`config.mk`:
```
export PLATFORM = sky130hd
export DESIGN_NAME = prd_dma_engine
export DESIGN_NICKNAME = d
export VERILOG_FILES = /design/src/verilog/prd_dma_pkg.sv /design/src/verilog/prd_dma_engine.sv
export SDC_FILE = /design/constraint.sdc
export NUM_CORES = 1
export LEC_CHECK = 0
export ABC_AREA = 1
export BUFFER_PORTS_ARGS = -buffer_cell sky130_fd_sc_hd__buf_2
export CORE_ASPECT_RATIO = 0.6
export CORE_MARGIN = 2
export CORE_UTILIZATION = 61
export CTS_CLUSTER_SIZE = 12
export DETAILED_ROUTE_END_ITERATION = 16
export PLACE_DENSITY = 0.93
export REMOVE_ABC_BUFFERS = 1
export SYNTH_ARGS = -nofsm -noshare
export SYNTH_HDL_FRONTEND = slang
export SYNTH_SLANG_ARGS = --single-unit
```
`constraint.sdc`:
```
create_clock -name i_clk -period 19 [get_ports i_clk]
set_input_delay 2.85 -clock i_clk [delete_from_list [all_inputs] [get_ports i_clk]]
set_output_delay 2.85 -clock i_clk [all_outputs]
set_load 0.03 [all_outputs]
```
`src/verilog/prd_dma_pkg.sv`:
```
// Constants and types of the descriptor-chain bus-master DMA engine
package prd_dma_pkg;
    // Register word offsets on the register port
    localparam logic [3:0] CTRL_OFS = 4'h0;
    localparam logic [3:0] STAT_OFS = 4'h4;
    localparam logic [3:0] PTR_OFS  = 4'h8;
    localparam logic [3:0] FEAT_OFS = 4'hc;
    // Control register fields
    localparam int CTRL_START_BIT = 0;
    localparam int CTRL_DIR_BIT   = 3;
    // Status register fields
    localparam int STAT_ACTIVE_BIT = 0;
    localparam int STAT_ERR_BIT    = 1;
    localparam int STAT_INTR_BIT   = 2;
    localparam int STAT_EOT_BIT    = 3;
    // Feature register fields
    localparam int FEAT_MULTI_BIT  = 0;
    localparam int FEAT_EOTEN_BIT  = 1;
    // Descriptor layout
    localparam int DESC_EOT_BIT    = 31;
    localparam logic [31:0] DESC_STRIDE = 32'h0000_0008;
    localparam logic [31:0] WORD_STEP   = 32'h0000_0002;
    localparam logic [16:0] CNT_STEP    = 17'h0_0002;
    localparam logic [16:0] CNT_FULL    = 17'h1_0000;
    localparam logic [29:0] PTR_RESET   = 30'h0000_0000;

    typedef enum logic [2:0] {
        ST_IDLE  = 3'b000,
        ST_FETCH0 = 3'b001,
        ST_FETCH1 = 3'b010,
        ST_WAIT  = 3'b011,
        ST_MEMRD = 3'b100,
        ST_MEMWR = 3'b101
    } dma_state_type;

    typedef struct packed {
        logic        req;
        logic        we;
        logic        half;
        logic [31:0] addr;
        logic [31:0] wdata;
    } mem_req_type;

    typedef struct packed {
        dma_state_type st;
        logic          start;
        logic          dir;
        logic          multi;
        logic          eot_en;
        logic [29:0]   ptr;
        logic [31:0]   cur;
        logic [31:0]   maddr;
        logic [16:0]   cnt;
        logic          end_of_table_bit;
        logic          active;
        logic          err;
        logic          intr;
        logic          eotf;
        logic          done_pend;
        logic [31:0]   rdata;
        logic [15:0]   dev_data;
        logic          dev_ack;
        logic [15:0]   cap;
        logic          rq_s1;
        logic          rq_s2;
        logic          rq_s3;
        logic          iq_s1;
        logic          iq_s2;
        logic          iq_s3;
        logic [15:0]   dat_s1;
        logic [15:0]   dat_s2;
    } dma_regs_type;
endpackage

```
`src/verilog/prd_dma_engine.sv`:
```
// Descriptor-chain bus-master DMA engine between system memory and a disk device
// Behaviour
// - After reset the engine runs single-set mode: one chain covers one command.
// - Transfer direction comes from the control register direction bit.
// - Error and interrupt flags clear when software writes one to them.
// - Writing one to the start bit starts from the descriptor pointer.
// - Data moves only on device DMA requests, mastering memory at descriptor address.
// - Exhausted descriptor fetches the next one unless its end-of-table bit is set.
// - Single-set mode interrupts when device interrupt follows completed data.
// - Feature register multi-set bit selects multi-set mode.
// - With done-enable set, last-descriptor completion raises interrupt and done flag; the code does this only in multi-set mode.
// - With done-enable clear, completion alone sets no done flag nor interrupt.
// - Transfer-active bit stays readable for polling.
// - Writing one to the done flag clears it and its interrupt.
// - Multi-set mode records a device interrupt in the interrupt flag.
// - Descriptor pointer keeps its value across activations.
// - Descriptor: address word, then end-of-table bit 31, count bits 15-0, zero=64K.
// - Pointer bits 1-0 read as zero.
// - After the last word the interrupt flag is set and active clears; the code clears active but sets the interrupt flag only on a device interrupt.
//
// Added by the designer: the register addresses and the address-and-strobe port.
`timescale 1ns/1ps
module prd_dma_engine
    import prd_dma_pkg::*;
(
    input  wire logic        i_clk,
    input  wire logic        i_reset,
    input  wire logic [3:0]  i_reg_addr,
    input  wire logic [31:0] i_reg_wdata,
    input  wire logic        i_reg_wr,
    input  wire logic        i_reg_rd,
    output logic      [31:0] o_reg_rdata,
    output mem_req_type      o_mem,
    input  wire logic        i_mem_ack,
    input  wire logic [31:0] i_mem_rdata,
    input  wire logic        i_dev_dmarq,
    input  wire logic        i_dev_intrq,
    input  wire logic [15:0] i_dev_data,
    output logic      [15:0] o_dev_data,
    output logic             o_dev_ack,
    output logic             o_irq
);
    dma_regs_type s;
    dma_regs_type nxt_s;

    logic wr_ctrl;
    logic wr_stat;
    logic wr_ptr;
    logic wr_feat;
    logic req_edge;
    logic iq_rise;
    logic word_done;
    logic last_word;
    logic fin;
    logic set_intr;
    logic set_eotf;

    assign wr_ctrl = i_reg_wr && (i_reg_addr == CTRL_OFS);
    assign wr_stat = i_reg_wr && (i_reg_addr == STAT_OFS);
    assign wr_ptr  = i_reg_wr && (i_reg_addr == PTR_OFS);
    assign wr_feat = i_reg_wr && (i_reg_addr == FEAT_OFS);
    // Edge taken from the second and third stages; first stage feeds only the second
    assign req_edge  = s.rq_s2 && !s.rq_s3;
    assign iq_rise   = s.iq_s2 && !s.iq_s3;
    assign word_done = ((s.st == ST_MEMRD) || (s.st == ST_MEMWR)) && i_mem_ack;
    assign last_word = word_done && (s.cnt == CNT_STEP);
    assign fin       = last_word && s.end_of_table_bit;
    // Multi mode records the device interrupt on its own; single mode waits for data done
    assign set_intr  = s.multi ? iq_rise
                               : (s.iq_s2 && (s.done_pend || fin));
    assign set_eotf  = fin && s.multi && s.eot_en;

    always_comb begin
        nxt_s = s;
        nxt_s.rq_s1  = i_dev_dmarq;
        nxt_s.rq_s2  = s.rq_s1;
        nxt_s.rq_s3  = s.rq_s2;
        nxt_s.iq_s1  = i_dev_intrq;
        nxt_s.iq_s2  = s.iq_s1;
        nxt_s.iq_s3  = s.iq_s2;
        nxt_s.dat_s1 = i_dev_data;
        nxt_s.dat_s2 = s.dat_s1;
        nxt_s.dev_ack = 1'b0;

        if (wr_ctrl) begin
            nxt_s.start = i_reg_wdata[CTRL_START_BIT];
            nxt_s.dir   = i_reg_wdata[CTRL_DIR_BIT];
        end
        if (wr_ptr) begin
            nxt_s.ptr = i_reg_wdata[31:2];
        end
        if (wr_feat) begin
            nxt_s.multi  = i_reg_wdata[FEAT_MULTI_BIT];
            nxt_s.eot_en = i_reg_wdata[FEAT_EOTEN_BIT];
        end
        // Write-one clears; a same-cycle set below overrides the clear
        if (wr_stat) begin
            if (i_reg_wdata[STAT_ERR_BIT]) begin
                nxt_s.err = 1'b0;
            end
            if (i_reg_wdata[STAT_INTR_BIT]) begin
                nxt_s.intr = 1'b0;
            end
            if (i_reg_wdata[STAT_EOT_BIT]) begin
                nxt_s.eotf = 1'b0;
            end
        end

        unique case (s.st)
            ST_IDLE: begin
                if (wr_ctrl && i_reg_wdata[CTRL_START_BIT]) begin
                    nxt_s.cur    = {s.ptr, 2'b00};
                    nxt_s.active = 1'b1;
                    nxt_s.done_pend = 1'b0;
                    nxt_s.st     = ST_FETCH0;
                end
            end
            ST_FETCH0: begin
                if (i_mem_ack) begin
                    nxt_s.maddr = {i_mem_rdata[31:1], 1'b0};
                    nxt_s.st    = ST_FETCH1;
                end
            end
            ST_FETCH1: begin
                if (i_mem_ack) begin
                    nxt_s.end_of_table_bit = i_mem_rdata[DESC_EOT_BIT];
                    nxt_s.cnt = (i_mem_rdata[15:1] == 15'h0000) ? CNT_FULL
                              : {1'b0, i_mem_rdata[15:1], 1'b0};
                    nxt_s.cur = s.cur + DESC_STRIDE;
                    nxt_s.st  = ST_WAIT;
                end
            end
            ST_WAIT: begin
                // Dropping start while waiting for a device request aborts and is reported as an error
                if (wr_ctrl && !i_reg_wdata[CTRL_START_BIT]) begin
                    nxt_s.active = 1'b0;
                    nxt_s.err    = 1'b1;
                    nxt_s.st     = ST_IDLE;
                end else if (req_edge) begin
                    nxt_s.cap = s.dat_s2;
                    nxt_s.st  = s.dir ? ST_MEMRD : ST_MEMWR;
                end
            end
            ST_MEMRD, ST_MEMWR: begin
                if (i_mem_ack) begin
                    if (s.st == ST_MEMRD) begin
                        nxt_s.dev_data = i_mem_rdata[15:0];
                    end
                    nxt_s.dev_ack = 1'b1;
                    nxt_s.maddr   = s.maddr + WORD_STEP;
                    nxt_s.cnt     = s.cnt - CNT_STEP;
                    if (!last_word) begin
                        nxt_s.st = ST_WAIT;
                    end else if (s.end_of_table_bit) begin
                        nxt_s.active    = 1'b0;
                        nxt_s.done_pend = !s.multi;
                        nxt_s.st        = ST_IDLE;
                    end else begin
                        nxt_s.st = ST_FETCH0;
                    end
                end
            end
            default: begin
                nxt_s.st = ST_IDLE;
            end
        endcase

        if (set_intr) begin
            nxt_s.intr      = 1'b1;
            nxt_s.done_pend = 1'b0;
        end
        if (set_eotf) begin
            nxt_s.eotf = 1'b1;
        end
    end

    always_ff @(posedge i_clk or posedge i_reset) begin
        if (i_reset) begin
            s          <= '0;
            s.st       <= ST_IDLE;
            s.ptr      <= PTR_RESET;
        end else begin
            s <= nxt_s;
        end
    end

    // Read data is registered so it stands only in the cycle after the strobe
    logic [31:0] rd_mux;
    always_comb begin
        rd_mux = 32'h0000_0000;
        if (i_reg_rd) begin
            unique case (i_reg_addr)
                CTRL_OFS: begin
                    rd_mux[CTRL_START_BIT] = s.start;
                    rd_mux[CTRL_DIR_BIT]   = s.dir;
                end
                STAT_OFS: begin
                    rd_mux[STAT_ACTIVE_BIT] = s.active;
                    rd_mux[STAT_ERR_BIT]    = s.err;
                    rd_mux[STAT_INTR_BIT]   = s.intr;
                    rd_mux[STAT_EOT_BIT]    = s.eotf;
                end
                PTR_OFS: begin
                    rd_mux = {s.ptr, 2'b00};
                end
                FEAT_OFS: begin
                    rd_mux[FEAT_MULTI_BIT] = s.multi;
                    rd_mux[FEAT_EOTEN_BIT] = s.eot_en;
                end
                default: begin
                    rd_mux = 32'h0000_0000;
                end
            endcase
        end
    end

    always_ff @(posedge i_clk or posedge i_reset) begin
        if (i_reset) begin
            o_reg_rdata <= 32'h0000_0000;
        end else begin
            o_reg_rdata <= rd_mux;
        end
    end

    always_comb begin
        o_mem.req   = (s.st == ST_FETCH0) || (s.st == ST_FETCH1)
                   || (s.st == ST_MEMRD) || (s.st == ST_MEMWR);
        o_mem.we    = (s.st == ST_MEMWR);
        o_mem.half  = (s.st == ST_MEMRD) || (s.st == ST_MEMWR);
        o_mem.addr  = o_mem.half ? s.maddr
                    : ((s.st == ST_FETCH1) ? (s.cur + 32'h0000_0004) : s.cur);
        o_mem.wdata = {16'h0000, s.cap};
    end

    assign o_dev_data = s.dev_data;
    assign o_dev_ack  = s.dev_ack;
    // No flow control from the destination: sizing is software's job
    assign o_irq      = s.intr || s.eotf;
endmodule

```
==> report_table.html <==
<table>
<tr><th>Metric</th><th>Value</th></tr>
<tr><th colspan="2">Outcome</th></tr>
<tr><td>Run status</td><td>finished clean</td></tr>
<tr><th colspan="2">Clocking</th></tr>
<tr><td>Clock Tree Buf Depth</td><td>3</td></tr>
<tr><td>CTS H-Tree Depth</td><td>1</td></tr>
<tr><td>Total of cells resized after clock tree synthesis</td><td>0</td></tr>
<tr><td>Clock sinks</td><td>roughly 220</td></tr>
<tr><td>Number of buffers created by CTS</td><td>23</td></tr>
<tr><td>Number of buffers added to fix hold violations after cts</td><td>0</td></tr>
<tr><td>CTS tree</td><td>done</td></tr>
<tr><td>Clock edge transition at the registers on the reported setup and hold paths</td><td>~0.07 ns</td></tr>
<tr><td>Clk_lat worst skew</td><td>around 0.53 ns</td></tr>
<tr><td>Post-CTS setup repair buffer count</td><td>0</td></tr>
<tr><td>Master cell of the clock root buffer</td><td>sky130_fd_sc_hd__clkbuf_16</td></tr>
<tr><th colspan="2">Yosys</th></tr>
<tr><td>Synth warnings</td><td>0</td></tr>
<tr><td>Area share of fa/ha/maj cells after synthesis</td><td>0.00418</td></tr>
<tr><td>Proportion of synthesized chip area in sequential cells</td><td>0.466</td></tr>
<tr><td>Mux contribution to synthesized area</td><td>0.00188</td></tr>
<tr><td>Combinational family with the most area after synthesis</td><td>simple AND/OR/NAND/NOR gates</td></tr>
<tr><td>Synthesized netlist cell count</td><td>approximately 1600</td></tr>
<tr><td>Number of enable flip-flop cells after synthesis</td><td>0</td></tr>
<tr><td>Area share of and/or/nand/nor cells after synthesis</td><td>0.303</td></tr>
<tr><td>Flip-flop cell with the highest count after synthesis</td><td>sky130_fd_sc_hd__dfrtp_1</td></tr>
<tr><td>Avg Inst Size Synth</td><td>7.36 sq um</td></tr>
<tr><td>Distinct cells, synth</td><td>42</td></tr>
<tr><td>Compound-cell area share of the yosys netlist</td><td>0.105</td></tr>
<tr><td>Post-synth ARST share</td><td>1.00</td></tr>
<tr><td>Post-Syn Area</td><td>0.0120 sq mm</td></tr>
<tr><td>Xor and xnor area share after synthesis</td><td>0.0102</td></tr>
<tr><td>Flops &amp; latches, synth</td><td>roughly 220</td></tr>
<tr><th colspan="2">Drt</th></tr>
<tr><td>Total via count after detailed routing</td><td>roughly 12000</td></tr>
<tr><td>Number of nets with antenna violations after detailed routing</td><td>0</td></tr>
<tr><td>Highest layer used for signal routing</td><td>met4</td></tr>
<tr><td>Number of optimization iterations in the first detailed-route pass</td><td>6</td></tr>
<tr><td>Total Wirelength</td><td>36000 microns</td></tr>
<tr><td>Per-cell routed wire length</td><td>roughly 18 microns</td></tr>
<tr><td>Met1 WL</td><td>15900 microns</td></tr>
<tr><td>Final routed DRC violation total</td><td>0</td></tr>
<tr><td>Initial DRC Count</td><td>~1400</td></tr>
<tr><td>Met3 layer wire length in the routed design</td><td>about 4500 microns</td></tr>
<tr><td>Via density per instance</td><td>between 5 and 6</td></tr>
<tr><td>Total length of routed met2 wires</td><td>approximately 15000 microns</td></tr>
<tr><th colspan="2">Pwr</th></tr>
<tr><td>Leakage dissipation</td><td>6.96 nW</td></tr>
<tr><td>P_int</td><td>1.06 mW</td></tr>
<tr><td>Net switching share of the total power</td><td>0.473</td></tr>
<tr><td>Net load switching power</td><td>0.951 mW</td></tr>
<tr><td>Part of the power in the clock network</td><td>0.203</td></tr>
<tr><td>Total power density per cell area</td><td>151 mW/mm^2</td></tr>
<tr><td>Register share of total power</td><td>0.376</td></tr>
<tr><td>Combinational Power Share</td><td>0.421</td></tr>
<tr><td>Worst supply voltage drop on vdd</td><td>93.2 uV</td></tr>
<tr><th colspan="2">Critical path</th></tr>
<tr><td>Class of the most critical setup path</td><td>flip-flop to output port</td></tr>
<tr><td>Launch point of the worst path</td><td>s[225]</td></tr>
<tr><td>WP data required</td><td>16.15 ns</td></tr>
<tr><td>FF-to-FF Start</td><td>s[225]</td></tr>
<tr><td>Setup slack of the worst register-to-register path</td><td>16.06 ns</td></tr>
<tr><td>Crit Reg-Reg Endpoint</td><td>o_dev_data[0]</td></tr>
<tr><td>Crit path DAT</td><td>3.35 ns</td></tr>
<tr><td>Kind of capture point of the worst setup path</td><td>output port</td></tr>
<tr><td>Startpoint class of the critical path</td><td>flip-flop</td></tr>
<tr><td>Crit path max fanout</td><td>32</td></tr>
<tr><td>Reg2Reg Depth</td><td>6</td></tr>
<tr><th colspan="2">Place</th></tr>
<tr><td>Place WS</td><td>13.41 ns</td></tr>
<tr><td>HPWL after DPL</td><td>26000 microns</td></tr>
<tr><td>GPL Wtd Cong</td><td>0.949</td></tr>
<tr><td>Port Buffers</td><td>190</td></tr>
<tr><th colspan="2">Die</th></tr>
<tr><td>Initial core utilization</td><td>0.626</td></tr>
<tr><td>Die Wd</td><td>around 180 microns</td></tr>
<tr><td>Vertical die dimension</td><td>between 100 and 150 microns</td></tr>
<tr><td>Site Rows</td><td>39</td></tr>
<tr><td>Area of the core</td><td>0.0191 sq mm</td></tr>
<tr><td>Area enclosed by the die boundary</td><td>slightly above 0.02 sq mm</td></tr>
<tr><td>I/O Pins</td><td>around 210</td></tr>
<tr><th colspan="2">STA</th></tr>
<tr><td>Slew at the pin closest to its max-slew limit</td><td>1.10 ns</td></tr>
<tr><td>Final WS setup</td><td>~13 ns</td></tr>
<tr><td>Total count of hold-check failures in the final report</td><td>0</td></tr>
<tr><td>Headroom to the max-slew limit</td><td>0.267</td></tr>
<tr><td>Setup Skew</td><td>between 0.015 and 0.02 ns</td></tr>
<tr><td>Count of pins over their slew limit</td><td>0</td></tr>
<tr><td>Final setup violation count</td><td>0</td></tr>
<tr><td>Post-layout minimum cycle time</td><td>between 6 and 7 ns</td></tr>
<tr><td>Aggregate negative setup slack</td><td>0 ns</td></tr>
<tr><td>RSZ-0062 raised after global routing</td><td>false</td></tr>
<tr><td>Highest clock frequency the design can meet</td><td>about 160 MHz</td></tr>
<tr><td>Tcrit/Tclk final</td><td>0.326</td></tr>
<tr><th colspan="2">Layout</th></tr>
<tr><td>Antenna diode count</td><td>0</td></tr>
<tr><td>Final Net Count</td><td>between 1500 and 2000</td></tr>
<tr><td>Share of final-layout standard cells stronger than drive strength 1</td><td>0.150</td></tr>
<tr><td>P&amp;R area growth vs syn</td><td>11.5%</td></tr>
<tr><td>Final cell utilization of the core</td><td>0.698</td></tr>
<tr><th colspan="2">Min path</th></tr>
<tr><td>Worst Hold Depth</td><td>0</td></tr>
<tr><td>Hold path startpoint</td><td>nxt_s[7]</td></tr>
<tr><td>HP Class</td><td>flip-flop to flip-flop</td></tr>
<tr><td>Worst Hold Endpoint</td><td>s[7]</td></tr>
<tr><th colspan="2">Global route</th></tr>
<tr><td>Global routing usage summed across all routing layers</td><td>0.348</td></tr>
<tr><td>Sum of overflow across all layers after global routing</td><td>0</td></tr>
<tr><td>Wire length of the first global-routing pass</td><td>56500 microns</td></tr>
<tr><td>Maximum number of pins on one net before global-route repair</td><td>around 150</td></tr>
<tr><td>Initial antenna violation count</td><td>0</td></tr>
<tr><td>Number of global-route vias before repair</td><td>approximately 11000</td></tr>
<tr><th colspan="2">Flow run</th></tr>
<tr><td>Max-cap viol count</td><td>0</td></tr>
</table>
registers in the layout, summed over array words and instances, names as in the netlist:
signal and cells:
o_reg_rdata 32, s 138, nxt_s 20, o_dev_data 16, o_dev_ack 1, o_mem 16
routing by layer:
metal | vias to the layer above | GRT usage
li1 | 5343 | -
met1 | 5393 | 0.530
met2 | 716 | 0.499
met3 | 73 | 0.0954
met4 | 0 | 0.0730
met5 | - | 0
cells by family after synthesis:
group | count (synthesis)
AND/OR/NAND/NOR | 861
XOR/XNOR | 14
flip-flops | 223
adder cells (fa/ha/maj) | 4
other | 1
multiplexers | 2
AO/OA/AOI/OAI | 237
buffers and inverters | 283
metrics by stage:
step | instance area, sq um | total power, mW | hold WS (ns) | instances
global route | 13300 | 2.14 | 0.356 | 2029
CTS | 13300 | 1.99 | 0.351 | 2029
floorplan | 11400 | 1.30 | 0.331 | 1539
detailed placement | 12700 | 1.58 | 0.337 | 1999
global placement | 12700 | 1.55 | 0.333 | 1999
finish | 13300 | 2.01 | 0.345 | 2029
cells in the mapped netlist, types with 2 or more instances:
| cell | count | area, sq um |
|---|---|---|
| sky130_fd_sc_hd__inv_2 | 9 | 33.8 |
| sky130_fd_sc_hd__buf_2 | 19 | 95.1 |
| sky130_fd_sc_hd__mux2_2 | 2 | 22.5 |
| sky130_fd_sc_hd__nor2_2 | 10 | 62.6 |
| sky130_fd_sc_hd__clkbuf_1 | 20 | 75.1 |
| sky130_fd_sc_hd__nor2_1 | 220 | 826 |
| sky130_fd_sc_hd__nand4_1 | 22 | 138 |
| sky130_fd_sc_hd__xnor2_1 | 2 | 17.5 |
| sky130_fd_sc_hd__o21ai_0 | 107 | 536 |
| sky130_fd_sc_hd__inv_1 | 172 | 646 |
| sky130_fd_sc_hd__buf_4 | 53 | 398 |
| sky130_fd_sc_hd__o21bai_1 | 3 | 22.5 |
| sky130_fd_sc_hd__nand3b_1 | 2 | 15.0 |
| sky130_fd_sc_hd__a22oi_1 | 5 | 37.5 |
| sky130_fd_sc_hd__o21ai_1 | 2 | 10.0 |
| sky130_fd_sc_hd__dfrtp_1 | 223 | 5580 |
| sky130_fd_sc_hd__xor2_1 | 12 | 105 |
| sky130_fd_sc_hd__nand3_1 | 123 | 616 |
| sky130_fd_sc_hd__buf_6 | 3 | 33.8 |
| sky130_fd_sc_hd__a21oi_1 | 98 | 490 |
| sky130_fd_sc_hd__nand2_1 | 448 | 1680 |
| sky130_fd_sc_hd__o31ai_1 | 2 | 15.0 |
| sky130_fd_sc_hd__buf_1 | 7 | 26.3 |
| sky130_fd_sc_hd__or2_2 | 3 | 18.8 |
| sky130_fd_sc_hd__o22ai_1 | 4 | 25.0 |
| sky130_fd_sc_hd__ha_1 | 4 | 50.1 |
| sky130_fd_sc_hd__nor3_1 | 14 | 70.1 |
| sky130_fd_sc_hd__a31oi_1 | 8 | 50.1 |
| sky130_fd_sc_hd__nand2_2 | 4 | 25.0 |
| sky130_fd_sc_hd__o211ai_1 | 3 | 22.5 |
| sky130_fd_sc_hd__nor2_4 | 10 | 113 |
worst max path at each step:
stage	to	slack, ns	cells after the start
floorplan	nxt_s[0]	10.04	1
global route	o_mem[48]	12.61	9
CTS	o_mem[48]	12.85	9
finish	o_mem[48]	12.80	9
global placement	o_mem[48]	13.56	9
detailed placement	o_mem[48]	13.41	9
critical path, cell delays in order, from the launching register on:
cell,delay [ns]
sky130_fd_sc_hd__dfrtp_1,0.65
sky130_fd_sc_hd__inv_1,0.20
sky130_fd_sc_hd__nor2_4,0.67
sky130_fd_sc_hd__nand2_1,0.21
sky130_fd_sc_hd__nor2_2,0.24
sky130_fd_sc_hd__nand2_1,0.11
sky130_fd_sc_hd__o21ai_0,0.16
sky130_fd_sc_hd__nand2_1,0.08
sky130_fd_sc_hd__a21oi_1,0.23
sky130_fd_sc_hd__buf_2,0.25
area by class of cell:
type	instances	area [sq um]
repair buffers	194	981
fillers	1576	5780
clock inverters	4	38.8
inverters	181	687
multi-input cells	1135	5140
well taps	266	333
clock buffers	26	587
flip-flops and latches	223	5580
cell usage in the layout (no fill, tap or decap), types with 2 or more instances in the layout:
cell / synthesis / final
sky130_fd_sc_hd__nand2_1: 448 / 447
sky130_fd_sc_hd__dfrtp_1: 223 / 223
sky130_fd_sc_hd__nor2_1: 220 / 220
sky130_fd_sc_hd__buf_2: 19 / 190
sky130_fd_sc_hd__inv_1: 172 / 171
sky130_fd_sc_hd__nand3_1: 123 / 123
sky130_fd_sc_hd__o21ai_0: 107 / 107
sky130_fd_sc_hd__a21oi_1: 98 / 98
sky130_fd_sc_hd__clkbuf_16: 0 / 23
sky130_fd_sc_hd__nand4_1: 22 / 22
sky130_fd_sc_hd__conb_1: 1 / 17
sky130_fd_sc_hd__nor3_1: 14 / 14
sky130_fd_sc_hd__xor2_1: 12 / 12
sky130_fd_sc_hd__nor2_4: 10 / 10
sky130_fd_sc_hd__nor2_2: 10 / 10
sky130_fd_sc_hd__inv_2: 9 / 9
sky130_fd_sc_hd__a31oi_1: 8 / 8
sky130_fd_sc_hd__nand2_2: 4 / 5
sky130_fd_sc_hd__a22oi_1: 5 / 5
sky130_fd_sc_hd__o22ai_1: 4 / 4
sky130_fd_sc_hd__ha_1: 4 / 4
sky130_fd_sc_hd__buf_4: 53 / 4
sky130_fd_sc_hd__o211ai_1: 3 / 3
sky130_fd_sc_hd__o21bai_1: 3 / 3
sky130_fd_sc_hd__or2_2: 3 / 3
sky130_fd_sc_hd__clkbuf_1: 20 / 3
sky130_fd_sc_hd__mux2_2: 2 / 2
sky130_fd_sc_hd__o21ai_1: 2 / 2
sky130_fd_sc_hd__o31ai_1: 2 / 2
sky130_fd_sc_hd__nand3b_1: 2 / 2
sky130_fd_sc_hd__xnor2_1: 2 / 2
sky130_fd_sc_hd__clkinv_2: 0 / 2
power by group through the flow:
stage	logic (mW)	clock network, mW	registers (mW)
global route	0.935	0.431	0.770
global placement	0.803	0	0.749
floorplan	0.530	0	0.772
finish	0.847	0.408	0.757
detailed placement	0.827	0	0.754
CTS	0.833	0.406	0.749
Note: power is estimated with default switching activity, not from simulation.
